===== config.mk =====
export PLATFORM = sky130hd
export DESIGN_NAME = ucse_top
export DESIGN_NICKNAME = d
export VERILOG_FILES = /design/src/design/ucse_pkg.sv /design/src/design/ucse_top.sv
export VERILOG_INCLUDE_DIRS = /design/src /design/src/design
export SDC_FILE = /design/constraint.sdc
export NUM_CORES = 1
export LEC_CHECK = 0
export BUFFER_PORTS_ARGS = -buffer_cell sky130_fd_sc_hd__buf_2
export CORE_MARGIN = 2
export CORE_UTILIZATION = 43
export DETAILED_ROUTE_END_ITERATION = 6
export GPL_TIMING_DRIVEN = 1
export MAX_ROUTING_LAYER = met4
export PLACE_DENSITY_LB_ADDON = 0.3
export SYNTH_ARGS = -nofsm -noshare
export SYNTH_HDL_FRONTEND = slang
export SYNTH_SLANG_ARGS = --single-unit

===== constraint.sdc =====
create_clock -name pclk -period 3.45 [get_ports pclk]
set_input_delay 0.5175 -clock pclk [delete_from_list [all_inputs] [get_ports pclk]]
set_output_delay 0.5175 -clock pclk [all_outputs]
set_load 0.01 [all_outputs]

===== src/design/ucse_consts.svh =====
/*
  register offsets, field positions, reset values and counts for the
  checksum / smart card event block.
  assumes a 32-bit apb bus with byte addresses, one word per register.
*/
// Contract
// [RL1] lin, include set: sum all bytes with pid
// [RL2] lin, include clear: sum data, skip pid
// [RL3] lin slave modes: break clears checksum
// [RL4] non-lin, include set: sum every byte
// [RL5] non-lin, include clear: checksum untouched
// [RL6] repeat field sets one to four retransmits
// [RL7] convention bit: 1 inverse, 0 direct
// [RL8] t0 error pulldown: two or one etu
// [RL9] protocol bit: 1 is t1, 0 t0
// [RL10] rx repeat flag after five bad receptions
// [RL11] tx repeat flag after last retransmit fails
// [RL12] block time flag when counter hits zero
// [RL13] waiting time flag when counter hits zero
// [RL14] guard time flag when counter hits zero
// [RL15] each card event gated by own enable
// [RL16] flags set by hardware, cleared by software
// [RL17] wake enabled: rx falling edge sets flag
// [RL18] autobaud final falling edge sets done flag
// [RL19] autobaud done interrupts only when enabled
// [RL20] unimplemented bits read zero, reset zero
// [RL21] guard and block counters tick per etu
`ifndef UCSE_CONSTS_SVH
`define UCSE_CONSTS_SVH

// ----------------------------------------
// register byte offsets
// ----------------------------------------
`define UCSE_OFS_RX_CHECKSUM     12'h000
`define UCSE_OFS_SC_CONFIG       12'h004
`define UCSE_OFS_SC_EVENT_CTRL   12'h008
`define UCSE_OFS_WAKE_ABD_CTRL   12'h00C

// ----------------------------------------
// writable masks and reset values
// ----------------------------------------
`define UCSE_MASK_RX_CHECKSUM    16'h00FF
`define UCSE_MASK_SC_CONFIG      16'h003E
`define UCSE_MASK_SC_EVENT_CTRL  16'h3737
`define UCSE_MASK_WAKE_ABD_CTRL  16'h00C4
`define UCSE_RESET_VALUE         16'h0000

// ----------------------------------------
// field positions
// ----------------------------------------
`define UCSE_BIT_RETRANSMIT_COUNT_SELECT_LO        4
`define UCSE_BIT_LOGIC_CONVENTION_SELECT            3
`define UCSE_BIT_PULLDOWN        2
`define UCSE_BIT_PROTOCOL        1
`define UCSE_BIT_RXRPT_FLAG      13
`define UCSE_BIT_RETRANSMIT_COUNT_SELECT_FLAG      12
`define UCSE_BIT_BLOCK_FLAG      10
`define UCSE_BIT_WAIT_FLAG       9
`define UCSE_BIT_GUARD_FLAG      8
`define UCSE_BIT_WAKE_FLAG       7
`define UCSE_BIT_ABD_FLAG        6
`define UCSE_BIT_ABD_ENABLE      2

// ----------------------------------------
// counts
// ----------------------------------------
`define UCSE_RX_RECEPTIONS_MAX   3'h5
`define UCSE_ABD_FALL_EDGES      3'h5
`define UCSE_TIMER_COUNT         3

`endif


===== src/design/ucse_pkg.sv =====
/*
  types shared by the checksum / smart card event block.
  assumes the constants header is included alongside.
*/
package ucse_pkg;

  typedef logic [15:0] ucse_reg_t;

  // gray-coded apb slave phase
  typedef enum logic [1:0] {
    UCSE_IDLE   = 2'b00,
    UCSE_ANSWER = 2'b01
  } ucse_phase_t;

endpackage


===== src/design/ucse_top.sv =====
/*
  apb register block with receive checksum, smart card settings and
  smart card / wake-up / auto-baud event flags.
  assumes the byte receiver, mode registers and etu tick come from
  neighbouring logic on pclk; only rx_pin arrives asynchronously.
*/
// Decided for this implementation: the register addresses and the APB slave port.
`timescale 1ns/10ps
`default_nettype none
`include "ucse_consts.svh"

module ucse_top #(
  parameter int TIMER_W = 24
) (
  input  wire logic               pclk,
  input  wire logic               presetn,
  input  wire logic               psel,
  input  wire logic               penable,
  input  wire logic               pwrite,
  input  wire logic [11:0]        paddr,
  input  wire logic [31:0]        pwdata,
  input  wire logic [3:0]         pstrb,
  output logic      [31:0]        prdata,
  output logic                    pready,
  output logic                    pslverr,
  input  wire logic               lin_mode,
  input  wire logic               lin_slave_mode,
  input  wire logic               checksum_include_select,
  input  wire logic               break_detect,
  input  wire logic               rx_byte_valid,
  input  wire logic [7:0]         rx_byte,
  input  wire logic               rx_byte_is_pid,
  input  wire logic               smart_card_mode,
  input  wire logic               rx_char_done,
  input  wire logic               rx_parity_error,
  input  wire logic               tx_char_done,
  input  wire logic               tx_line_error,
  input  wire logic               etu_tick,
  input  wire logic [2:0]         timer_start,
  input  wire logic [TIMER_W-1:0] guard_load,
  input  wire logic [TIMER_W-1:0] block_load,
  input  wire logic [TIMER_W-1:0] waiting_load,
  input  wire logic               wake_enable,
  input  wire logic               autobaud_enable,
  input  wire logic               rx_pin,
  output logic                    tx_retransmit,
  output logic                    card_line_pulldown,
  output logic                    logic_convention_inverse,
  output logic                    card_protocol_t1,
  output logic                    smart_card_irq,
  output logic                    event_irq
);
  import ucse_pkg::*;

  // ----------------------------------------
  // apb slave
  // ----------------------------------------
  ucse_phase_t phase_q;
  ucse_phase_t phase_d;
  logic [31:0] prdata_q;
  logic        pslverr_q;
  logic        pready_q;
  ucse_reg_t   rdata_mux;
  logic        addr_hit;
  logic        wr_fire;
  logic        setup_cyc;
  logic        lo_en;
  logic        hi_en;
  wire         sel_chk = (paddr == `UCSE_OFS_RX_CHECKSUM);
  wire         sel_cfg = (paddr == `UCSE_OFS_SC_CONFIG);
  wire         sel_sci = (paddr == `UCSE_OFS_SC_EVENT_CTRL);
  wire         sel_int = (paddr == `UCSE_OFS_WAKE_ABD_CTRL);

  assign addr_hit  = sel_chk | sel_cfg | sel_sci | sel_int;
  assign setup_cyc = psel & ~penable & (phase_q == UCSE_IDLE);
  // no wait state: pready rises in the first access cycle
  assign phase_d   = setup_cyc ? UCSE_ANSWER : UCSE_IDLE;
  assign wr_fire   = psel & penable & pwrite & (phase_q == UCSE_ANSWER) & addr_hit;
  assign lo_en     = pstrb[0];
  assign hi_en     = pstrb[1];

  // byte-lane merge restricted to the implemented bits
  function automatic ucse_reg_t merge(input ucse_reg_t old_v, input ucse_reg_t mask,
                                      input logic [15:0] wd, input logic le,
                                      input logic he);
    ucse_reg_t m;
    m = mask & {{8{he}}, {8{le}}};
    merge = (old_v & ~m) | (wd & m);
  endfunction

  always_ff @(posedge pclk or negedge presetn) begin
    if (!presetn) begin
      phase_q   <= UCSE_IDLE;
      prdata_q  <= 32'h0000_0000;
      pslverr_q <= 1'b0;
      pready_q  <= 1'b0;
    end else begin
      phase_q   <= phase_d;
      pslverr_q <= setup_cyc & ~addr_hit;
      // pready from its own flop so the bus never sees decode glitches
      pready_q  <= setup_cyc;
      if (setup_cyc) begin
        prdata_q <= {16'h0000, rdata_mux};
      end
    end
  end

  assign prdata  = prdata_q;
  assign pready  = pready_q;
  assign pslverr = pslverr_q;

  // ----------------------------------------
  // receive checksum
  // ----------------------------------------
  logic [7:0] chk_q;
  logic [7:0] chk_d;
  logic [8:0] chk_sum;
  logic       chk_add;
  logic       chk_lin_add;
  ucse_reg_t  chk_wr;

  // in lin modes the include bit only decides whether the pid counts
  assign chk_lin_add = checksum_include_select | ~rx_byte_is_pid; // RL1 RL2
  assign chk_add     = rx_byte_valid & (lin_mode ? chk_lin_add
                                                 : checksum_include_select); // RL4 RL5
  assign chk_sum     = {1'b0, chk_q} + {1'b0, rx_byte};
  assign chk_wr      = merge({8'h00, chk_q}, `UCSE_MASK_RX_CHECKSUM, pwdata[15:0],
                             lo_en, hi_en);

  always_comb begin
    chk_d = chk_q;
    if (wr_fire & sel_chk) begin
      chk_d = chk_wr[7:0];
    end
    if (chk_add) begin
      chk_d = chk_sum[7:0] + {7'h00, chk_sum[8]}; // RL1
    end
    if (lin_slave_mode & break_detect) begin
      chk_d = 8'h00; // RL3
    end
  end

  // ----------------------------------------
  // smart card configuration
  // ----------------------------------------
  ucse_reg_t cfg_q;
  logic [1:0] retransmit_count_select;

  assign retransmit_count_select = cfg_q[`UCSE_BIT_RETRANSMIT_COUNT_SELECT_LO +: 2];

  always_ff @(posedge pclk or negedge presetn) begin
    if (!presetn) begin
      chk_q <= 8'h00;
      cfg_q <= `UCSE_RESET_VALUE; // RL20
    end else begin
      chk_q <= chk_d;
      if (wr_fire & sel_cfg) begin
        cfg_q <= merge(cfg_q, `UCSE_MASK_SC_CONFIG, pwdata[15:0], lo_en, hi_en);
      end
    end
  end

  // ----------------------------------------
  // repeat tracking
  // ----------------------------------------
  logic [2:0] rx_tries_q;
  logic [2:0] tx_tries_q;
  logic       rx_rpt_set;
  logic       tx_rpt_set;
  logic       tx_retry;
  logic       tx_retransmit_q;

  // five receptions of one character all carrying parity errors
  assign rx_rpt_set = smart_card_mode & rx_char_done & rx_parity_error &
                      (rx_tries_q == `UCSE_RX_RECEPTIONS_MAX - 3'h1); // RL10
  // retransmit_count_select 00 allows one retransmit, 11 allows four
  assign tx_rpt_set = smart_card_mode & tx_char_done & tx_line_error &
                      (tx_tries_q == {1'b0, retransmit_count_select} + 3'h1); // RL6 RL11
  assign tx_retry   = smart_card_mode & tx_char_done & tx_line_error & ~tx_rpt_set; // RL6

  always_ff @(posedge pclk or negedge presetn) begin
    if (!presetn) begin
      rx_tries_q      <= 3'h0;
      tx_tries_q      <= 3'h0;
      tx_retransmit_q <= 1'b0;
    end else begin
      tx_retransmit_q <= tx_retry;
      if (rx_char_done) begin
        rx_tries_q <= (rx_parity_error & ~rx_rpt_set) ? rx_tries_q + 3'h1 : 3'h0;
      end
      if (tx_char_done) begin
        tx_tries_q <= tx_retry ? tx_tries_q + 3'h1 : 3'h0;
      end
    end
  end

  // ----------------------------------------
  // t0 error pulldown
  // ----------------------------------------
  logic [1:0] pd_left_q;
  logic       pd_start;

  // only the t0 protocol signals a character error on the line
  assign pd_start = smart_card_mode & ~cfg_q[`UCSE_BIT_PROTOCOL] & rx_char_done &
                    rx_parity_error; // RL9

  always_ff @(posedge pclk or negedge presetn) begin
    if (!presetn) begin
      pd_left_q <= 2'h0;
    end else if (pd_start) begin
      pd_left_q <= cfg_q[`UCSE_BIT_PULLDOWN] ? 2'h2 : 2'h1; // RL8
    end else if (etu_tick & (pd_left_q != 2'h0)) begin
      pd_left_q <= pd_left_q - 2'h1; // RL8
    end
  end

  // ----------------------------------------
  // guard, waiting and block time counters
  // ----------------------------------------
  logic [TIMER_W-1:0] tmr_load [`UCSE_TIMER_COUNT];
  logic [2:0]         tmr_zero;

  assign tmr_load[0] = guard_load;
  assign tmr_load[1] = waiting_load;
  assign tmr_load[2] = block_load;

  genvar gi;
  generate
    for (gi = 0; gi < `UCSE_TIMER_COUNT; gi++) begin : g_tmr
      logic [TIMER_W-1:0] cnt_q;
      logic               run_q;
      // the zero event is the tick that takes the count from one to zero
      assign tmr_zero[gi] = run_q & etu_tick & (cnt_q == {{(TIMER_W-1){1'b0}}, 1'b1});
      always_ff @(posedge pclk or negedge presetn) begin
        if (!presetn) begin
          cnt_q <= '0;
          run_q <= 1'b0;
        end else if (timer_start[gi]) begin
          cnt_q <= tmr_load[gi];
          run_q <= (tmr_load[gi] != '0);
        end else if (run_q & etu_tick) begin
          cnt_q <= cnt_q - {{(TIMER_W-1){1'b0}}, 1'b1}; // RL21
          run_q <= ~tmr_zero[gi];
        end
      end
    end
  endgenerate

  // ----------------------------------------
  // smart card event flags and enables
  // ----------------------------------------
  ucse_reg_t sci_q;
  ucse_reg_t sci_d;
  ucse_reg_t sci_set;
  ucse_reg_t sci_wr;

  always_comb begin
    sci_set = 16'h0000;
    sci_set[`UCSE_BIT_RXRPT_FLAG] = rx_rpt_set;  // RL10
    sci_set[`UCSE_BIT_RETRANSMIT_COUNT_SELECT_FLAG] = tx_rpt_set;  // RL11
    sci_set[`UCSE_BIT_GUARD_FLAG] = tmr_zero[0]; // RL14
    sci_set[`UCSE_BIT_WAIT_FLAG]  = tmr_zero[1]; // RL13
    sci_set[`UCSE_BIT_BLOCK_FLAG] = tmr_zero[2]; // RL12
  end

  assign sci_wr = (wr_fire & sel_sci)
                ? merge(sci_q, `UCSE_MASK_SC_EVENT_CTRL, pwdata[15:0], lo_en, hi_en)
                : sci_q;
  // a hardware set in the same cycle as a software clear wins
  assign sci_d  = sci_wr | sci_set; // RL16

  // ----------------------------------------
  // wake-up and auto-baud
  // ----------------------------------------
  logic       rx_meta_q;
  logic       rx_sync_q;
  logic       rx_prev_q;
  logic       rx_fall;
  logic [2:0] abd_edges_q;
  logic       abd_done;
  ucse_reg_t  int_q;
  ucse_reg_t  int_d;
  ucse_reg_t  int_set;

  assign rx_fall  = rx_prev_q & ~rx_sync_q;
  // the fifth falling edge of the sync character ends the sequence
  assign abd_done = autobaud_enable & rx_fall &
                    (abd_edges_q == `UCSE_ABD_FALL_EDGES - 3'h1); // RL18

  always_comb begin
    int_set = 16'h0000;
    int_set[`UCSE_BIT_WAKE_FLAG] = wake_enable & rx_fall; // RL17
    int_set[`UCSE_BIT_ABD_FLAG]  = abd_done;              // RL18
  end

  assign int_d = ((wr_fire & sel_int)
               ? merge(int_q, `UCSE_MASK_WAKE_ABD_CTRL, pwdata[15:0], lo_en, hi_en)
               : int_q) | int_set; // RL16

  always_ff @(posedge pclk or negedge presetn) begin
    if (!presetn) begin
      rx_meta_q   <= 1'b1;
      rx_sync_q   <= 1'b1;
      rx_prev_q   <= 1'b1;
      abd_edges_q <= 3'h0;
      sci_q       <= `UCSE_RESET_VALUE; // RL20
      int_q       <= `UCSE_RESET_VALUE; // RL20
    end else begin
      rx_meta_q <= rx_pin;
      rx_sync_q <= rx_meta_q;
      rx_prev_q <= rx_sync_q;
      sci_q     <= sci_d;
      int_q     <= int_d;
      if (!autobaud_enable | abd_done) begin
        abd_edges_q <= 3'h0;
      end else if (rx_fall) begin
        abd_edges_q <= abd_edges_q + 3'h1;
      end
    end
  end

  // ----------------------------------------
  // read mux and registered outputs
  // ----------------------------------------
  always_comb begin
    rdata_mux = 16'h0000; // RL20
    if (sel_chk) begin
      rdata_mux = {8'h00, chk_q};
    end
    if (sel_cfg) begin
      rdata_mux = cfg_q;
    end
    if (sel_sci) begin
      rdata_mux = sci_q;
    end
    if (sel_int) begin
      rdata_mux = int_q;
    end
  end

  logic sc_irq_q;
  logic ev_irq_q;
  logic logic_convention_select_q;
  logic prot_q;
  logic pd_q;

  always_ff @(posedge pclk or negedge presetn) begin
    if (!presetn) begin
      sc_irq_q <= 1'b0;
      ev_irq_q <= 1'b0;
      logic_convention_select_q   <= 1'b0;
      prot_q   <= 1'b0;
      pd_q     <= 1'b0;
    end else begin
      sc_irq_q <= |(sci_d[13:8] & sci_d[5:0]); // RL15
      ev_irq_q <= int_d[`UCSE_BIT_WAKE_FLAG] |
                  (int_d[`UCSE_BIT_ABD_FLAG] & int_d[`UCSE_BIT_ABD_ENABLE]); // RL19
      logic_convention_select_q   <= cfg_d_logic_convention_select(cfg_q); // RL7
      prot_q   <= cfg_q[`UCSE_BIT_PROTOCOL]; // RL9
      pd_q     <= (pd_left_q != 2'h0) | pd_start; // RL8
    end
  end

  function automatic logic cfg_d_logic_convention_select(input ucse_reg_t c);
    cfg_d_logic_convention_select = c[`UCSE_BIT_LOGIC_CONVENTION_SELECT];
  endfunction

  assign smart_card_irq           = sc_irq_q;
  assign event_irq                = ev_irq_q;
  assign logic_convention_inverse = logic_convention_select_q;
  assign card_protocol_t1         = prot_q;
  assign card_line_pulldown       = pd_q;
  assign tx_retransmit            = tx_retransmit_q;

endmodule
`default_nettype wire


==> results.txt <==
The run finished with clean final reports. The number of cells on the worst reg-to-reg path is 14. The mean area per synthesized cell was 9.56 µm². The tools report the peak clock frequency supported by timing as 0.338 GHz. The tools report the area of the placeable core as 17300 µm².

Subtracting the final worst setup slack from the clock period gives 2.96 ns. The run gives 3.78 ns as the required time of the critical path. The critical path endpoint category is a register. The signed area change from the synthesized netlist to the final layout is 19.4%.

For the global-route usage over all layers, the log shows 0.193. Setup repair after global routing left no endpoint under its margin. Summed over all nets, the half-perimeter wirelength after detailed placement is 12700 µm. For the via count of the first global-routing pass, the log shows 5739. The clock reaches the later pin of the worst-skew pair after 0.41 ns. For the number of standard cells in the layout, taps in and fillers out, the log shows 1179. The capture point of the worst reg-to-reg path was chk_q[4].

Share of cells above drive strength 1: 0.236. 191 I/O pins were placed. The critical path in this run is classified as register to register. After clock tree synthesis, the flow added hold-fix buffers numbering 0. In this run, the number of DRC markers left after iteration 0 of detailed routing was 224. The mean routed wirelength per cell is 14.4 µm, and the number of buffers added for setup after CTS is 0. In the detailed route, the total length drawn on met2 is 7800 µm.

Flip-flop and latch count after synthesis: 136. Area taken by multi-input logic gates: 3940 µm². For the clock skew, the log shows 0.00804 ns. Along the worst path, the maximum fanout reaches 3.

The total count of hold-check failures in the final report was 0; the antenna diode count was 0. The peak supply drop was 0.354 mV; the standby leakage power was 4.17 nW. The run gives 48 as the total number of placement rows. The global route total overflow was 0. The area of all sequential standard cells was 3410 µm².

The critical path startpoint category was a register. The setup check on the worst reg-to-reg path leaves a slack of 0.49 ns. The post-detailed-route count of antenna-violating nets was 0; the maximum number of buffers from clock root to sink was 2.

TritonCTS built the clock tree. The highest routing layer actually used is met4. The routed layout has 6086 vias. The port buffer count is 150, and the combined area of all synthesized cells is 7610 µm². The placer's final routability congestion estimate came out at 0.857. The relative max-transition margin is 0.316.

Detailed routing placed a total of 775 µm of wire on met3. The worst register-to-register path begins at chk_q[0]. Part of the cycle the worst path needs: 0.858.

The pin count of the biggest net entering global routing came out at 74. The async set-or-reset flop fraction in the synthesized netlist is 1.00. Counting tap cells, the placed design contains a total of 1148 instances.

The CTS buffer count was 17; the number of fill cells in the layout was 1632. For this block, the routed nets add up to 17000 µm of wire. In this run the power density over the cells is 491 nW/µm².

The tools report the number of max-slew violations in the final report as 0. The total of cells resized after clock tree synthesis was 0. For the number of maximum-capacitance constraint violations, the log shows 0. The most instantiated flip-flop cell in the synthesis netlist was dfrtp_1. Sequential area share after synthesis: 0.448. The number of iterations in the first detailed-routing pass is 4, and the first-pass GRT wire length is 27600 µm.

The routed length on met1 is 8180 µm, and the initial standard-cell utilization of the core is 0.440. For the DRC violations left, the log shows 0. After clock tree synthesis, the clock-pin slew on the worst setup and hold paths is 0.06 ns.

The clock sink count is 136. The run gives 0 as the setup violation total in the final timing report. For the worst setup path, the data arrival time is 3.29 ns.

In the layout the commonest cells are 149 x buf_2, 133 x dfrtp_1, 112 x nand2_1. The die width works out to 137 µm. Synthesis produced a netlist whose cell count is 796. The final net count came out at 1117. The via-per-instance ratio is 5.16, and the summed negative setup slack over all endpoints is 0 ns.

Initial antenna violation count: 0. For the pin with the worst max-slew slack, the measured transition is 1.02 ns. The tools report the number of H-tree branching levels as 4. The y dimension of the die was 137 µm.

The min-delay analysis places its worst path in the category input port to asynchronous set/reset pin. During synthesis, Yosys emitted a total of 0 warnings. The die covers 18800 µm². OpenSTA, run right after detailed placement, puts the worst setup slack at 0.281 ns. Leaving out fill and tap cells, the most frequent cell in the layout is buf_2. In this run the clock root is driven by a clkbuf_16. The logs give 0.490 ns for the final worst-path setup slack and 61 for the count of distinct cell types in the synthesized netlist. Yosys mapped a number of flops with a built-in enable equal to 0.
-- worst max-delay path, cell delays in order (launching register included) --
cell,delay (ns)
dfrtp_1,0.42
ha_1,0.21
inv_1,0.07
fa_1,0.21
nor2b_1,0.08
o311a_1,0.31
o31a_1,0.26
o21ai_0,0.15
nand2b_1,0.09
ha_1,0.21
ha_1,0.20
and3_1,0.18
xnor2_1,0.12
nor2b_1,0.14
a211oi_1,0.23
-- cell families (layout without fill, tap and decap cells) --
group,Yosys count,count (layout),synth area share
XOR/XNOR,78,78,0.0918
buffers and inverters,67,207,0.0426
flip-flops,136,136,0.448
adder cells (fa/ha/maj),24,24,0.0405
multiplexers,40,40,0.0571
AND/OR/NAND/NOR,311,311,0.213
AO/OA/AOI/OAI,139,139,0.107
other,1,19,0.000493
-- worst max path at each step --
stage | start | endpoint | slack [ns]
finish | chk_q[0] | chk_q[4] | 0.49
global route | chk_q[0] | chk_q[4] | 0.20
CTS | chk_q[0] | chk_q[4] | 0.48
detailed placement | rx_byte[0] | chk_q[4] | 0.28
global placement | rx_byte[0] | chk_q[4] | 0.38
floorplan | rx_byte[0] | chk_q[7] | 0.62
-- synthesized netlist by cell type, types with 4 or more instances --
master | number | share of area
a21oi_1 | 18 | 0.012
o21ai_1 | 6 | 0.0039
clkbuf_1 | 23 | 0.011
nand2b_1 | 5 | 0.0041
xor2_1 | 28 | 0.032
xnor2_1 | 49 | 0.056
nor3_1 | 22 | 0.014
o31ai_1 | 6 | 0.0059
a21o_1 | 4 | 0.0039
nor2_1 | 41 | 0.020
and2_1 | 5 | 0.0041
mux2_2 | 17 | 0.025
nor4_1 | 30 | 0.025
and3_1 | 9 | 0.0074
a22oi_1 | 5 | 0.0049
inv_1 | 22 | 0.011
nand4_1 | 5 | 0.0041
buf_4 | 19 | 0.019
nand3_1 | 27 | 0.018
a211oi_1 | 8 | 0.0079
nand2_1 | 112 | 0.055
o21ai_0 | 75 | 0.049
or4_1 | 7 | 0.0069
nor3_2 | 4 | 0.0053
ha_1 | 23 | 0.038
mux2i_1 | 22 | 0.029
dfrtp_1 | 133 | 0.44
or3_1 | 8 | 0.0066
nor2b_1 | 13 | 0.011
-- metal layers --
metal  track usage  vias to the layer above
met5             -                        -
met3        0.0444                       22
met1         0.261                     2857
met2         0.287                      142
met4        0.0630                        0
li1              -                     3065
-- power by group --
part	internal, mW	leakage [nW]	switching, mW	total [mW]
combinational	0.387	2.21	0.447	0.834
clock	1.04	0.262	0.690	1.73
sequential	1.75	1.70	0.142	1.89
-- sequential cells by signal, indices dropped and copies added, names as in the netlist, named ones only --
register	count
g_tmr.cnt_q	72
prdata	13
sci_q	10
chk_q	8
abd_edges_q	3
g_tmr.run_q	3
int_q	3
rx_tries_q	3
tx_tries_q	3
pd_left_q	2
card_line_pulldown	1
card_protocol_t1	1
event_irq	1
logic_convention_inverse	1
phase_q	1
pslverr	1
rx_meta_q	1
rx_prev_q	1
rx_sync_q	1
smart_card_irq	1
tx_retransmit	1
-- metrics by stage --
stage	power, mW	instance area [µm²]	util	hold WS [ns]
6_report	4.46	9080	0.525	0.0992
5_1_grt	4.71	9080	0.525	0.143
4_1_cts	4.51	9080	0.525	0.133
3_5_place_dp	2.75	8510	0.492	0.347
3_3_place_gp	2.72	8510	0.492	0.346
2_1_floorplan	2.48	7670	-	0.222
-- area by class of cell --
cell class | count | share of cell area
Clock buffer | 20 | 0.0514
Clock inverter | 11 | 0.0109
Sequential cell | 136 | 0.375
Timing Repair Buffer | 154 | 0.0881
Tap cell | 225 | 0.0310
Inverter | 22 | 0.00910
Multi-Input combinational cell | 611 | 0.434
No activity file was read; power rests on OpenSTA's default activity.
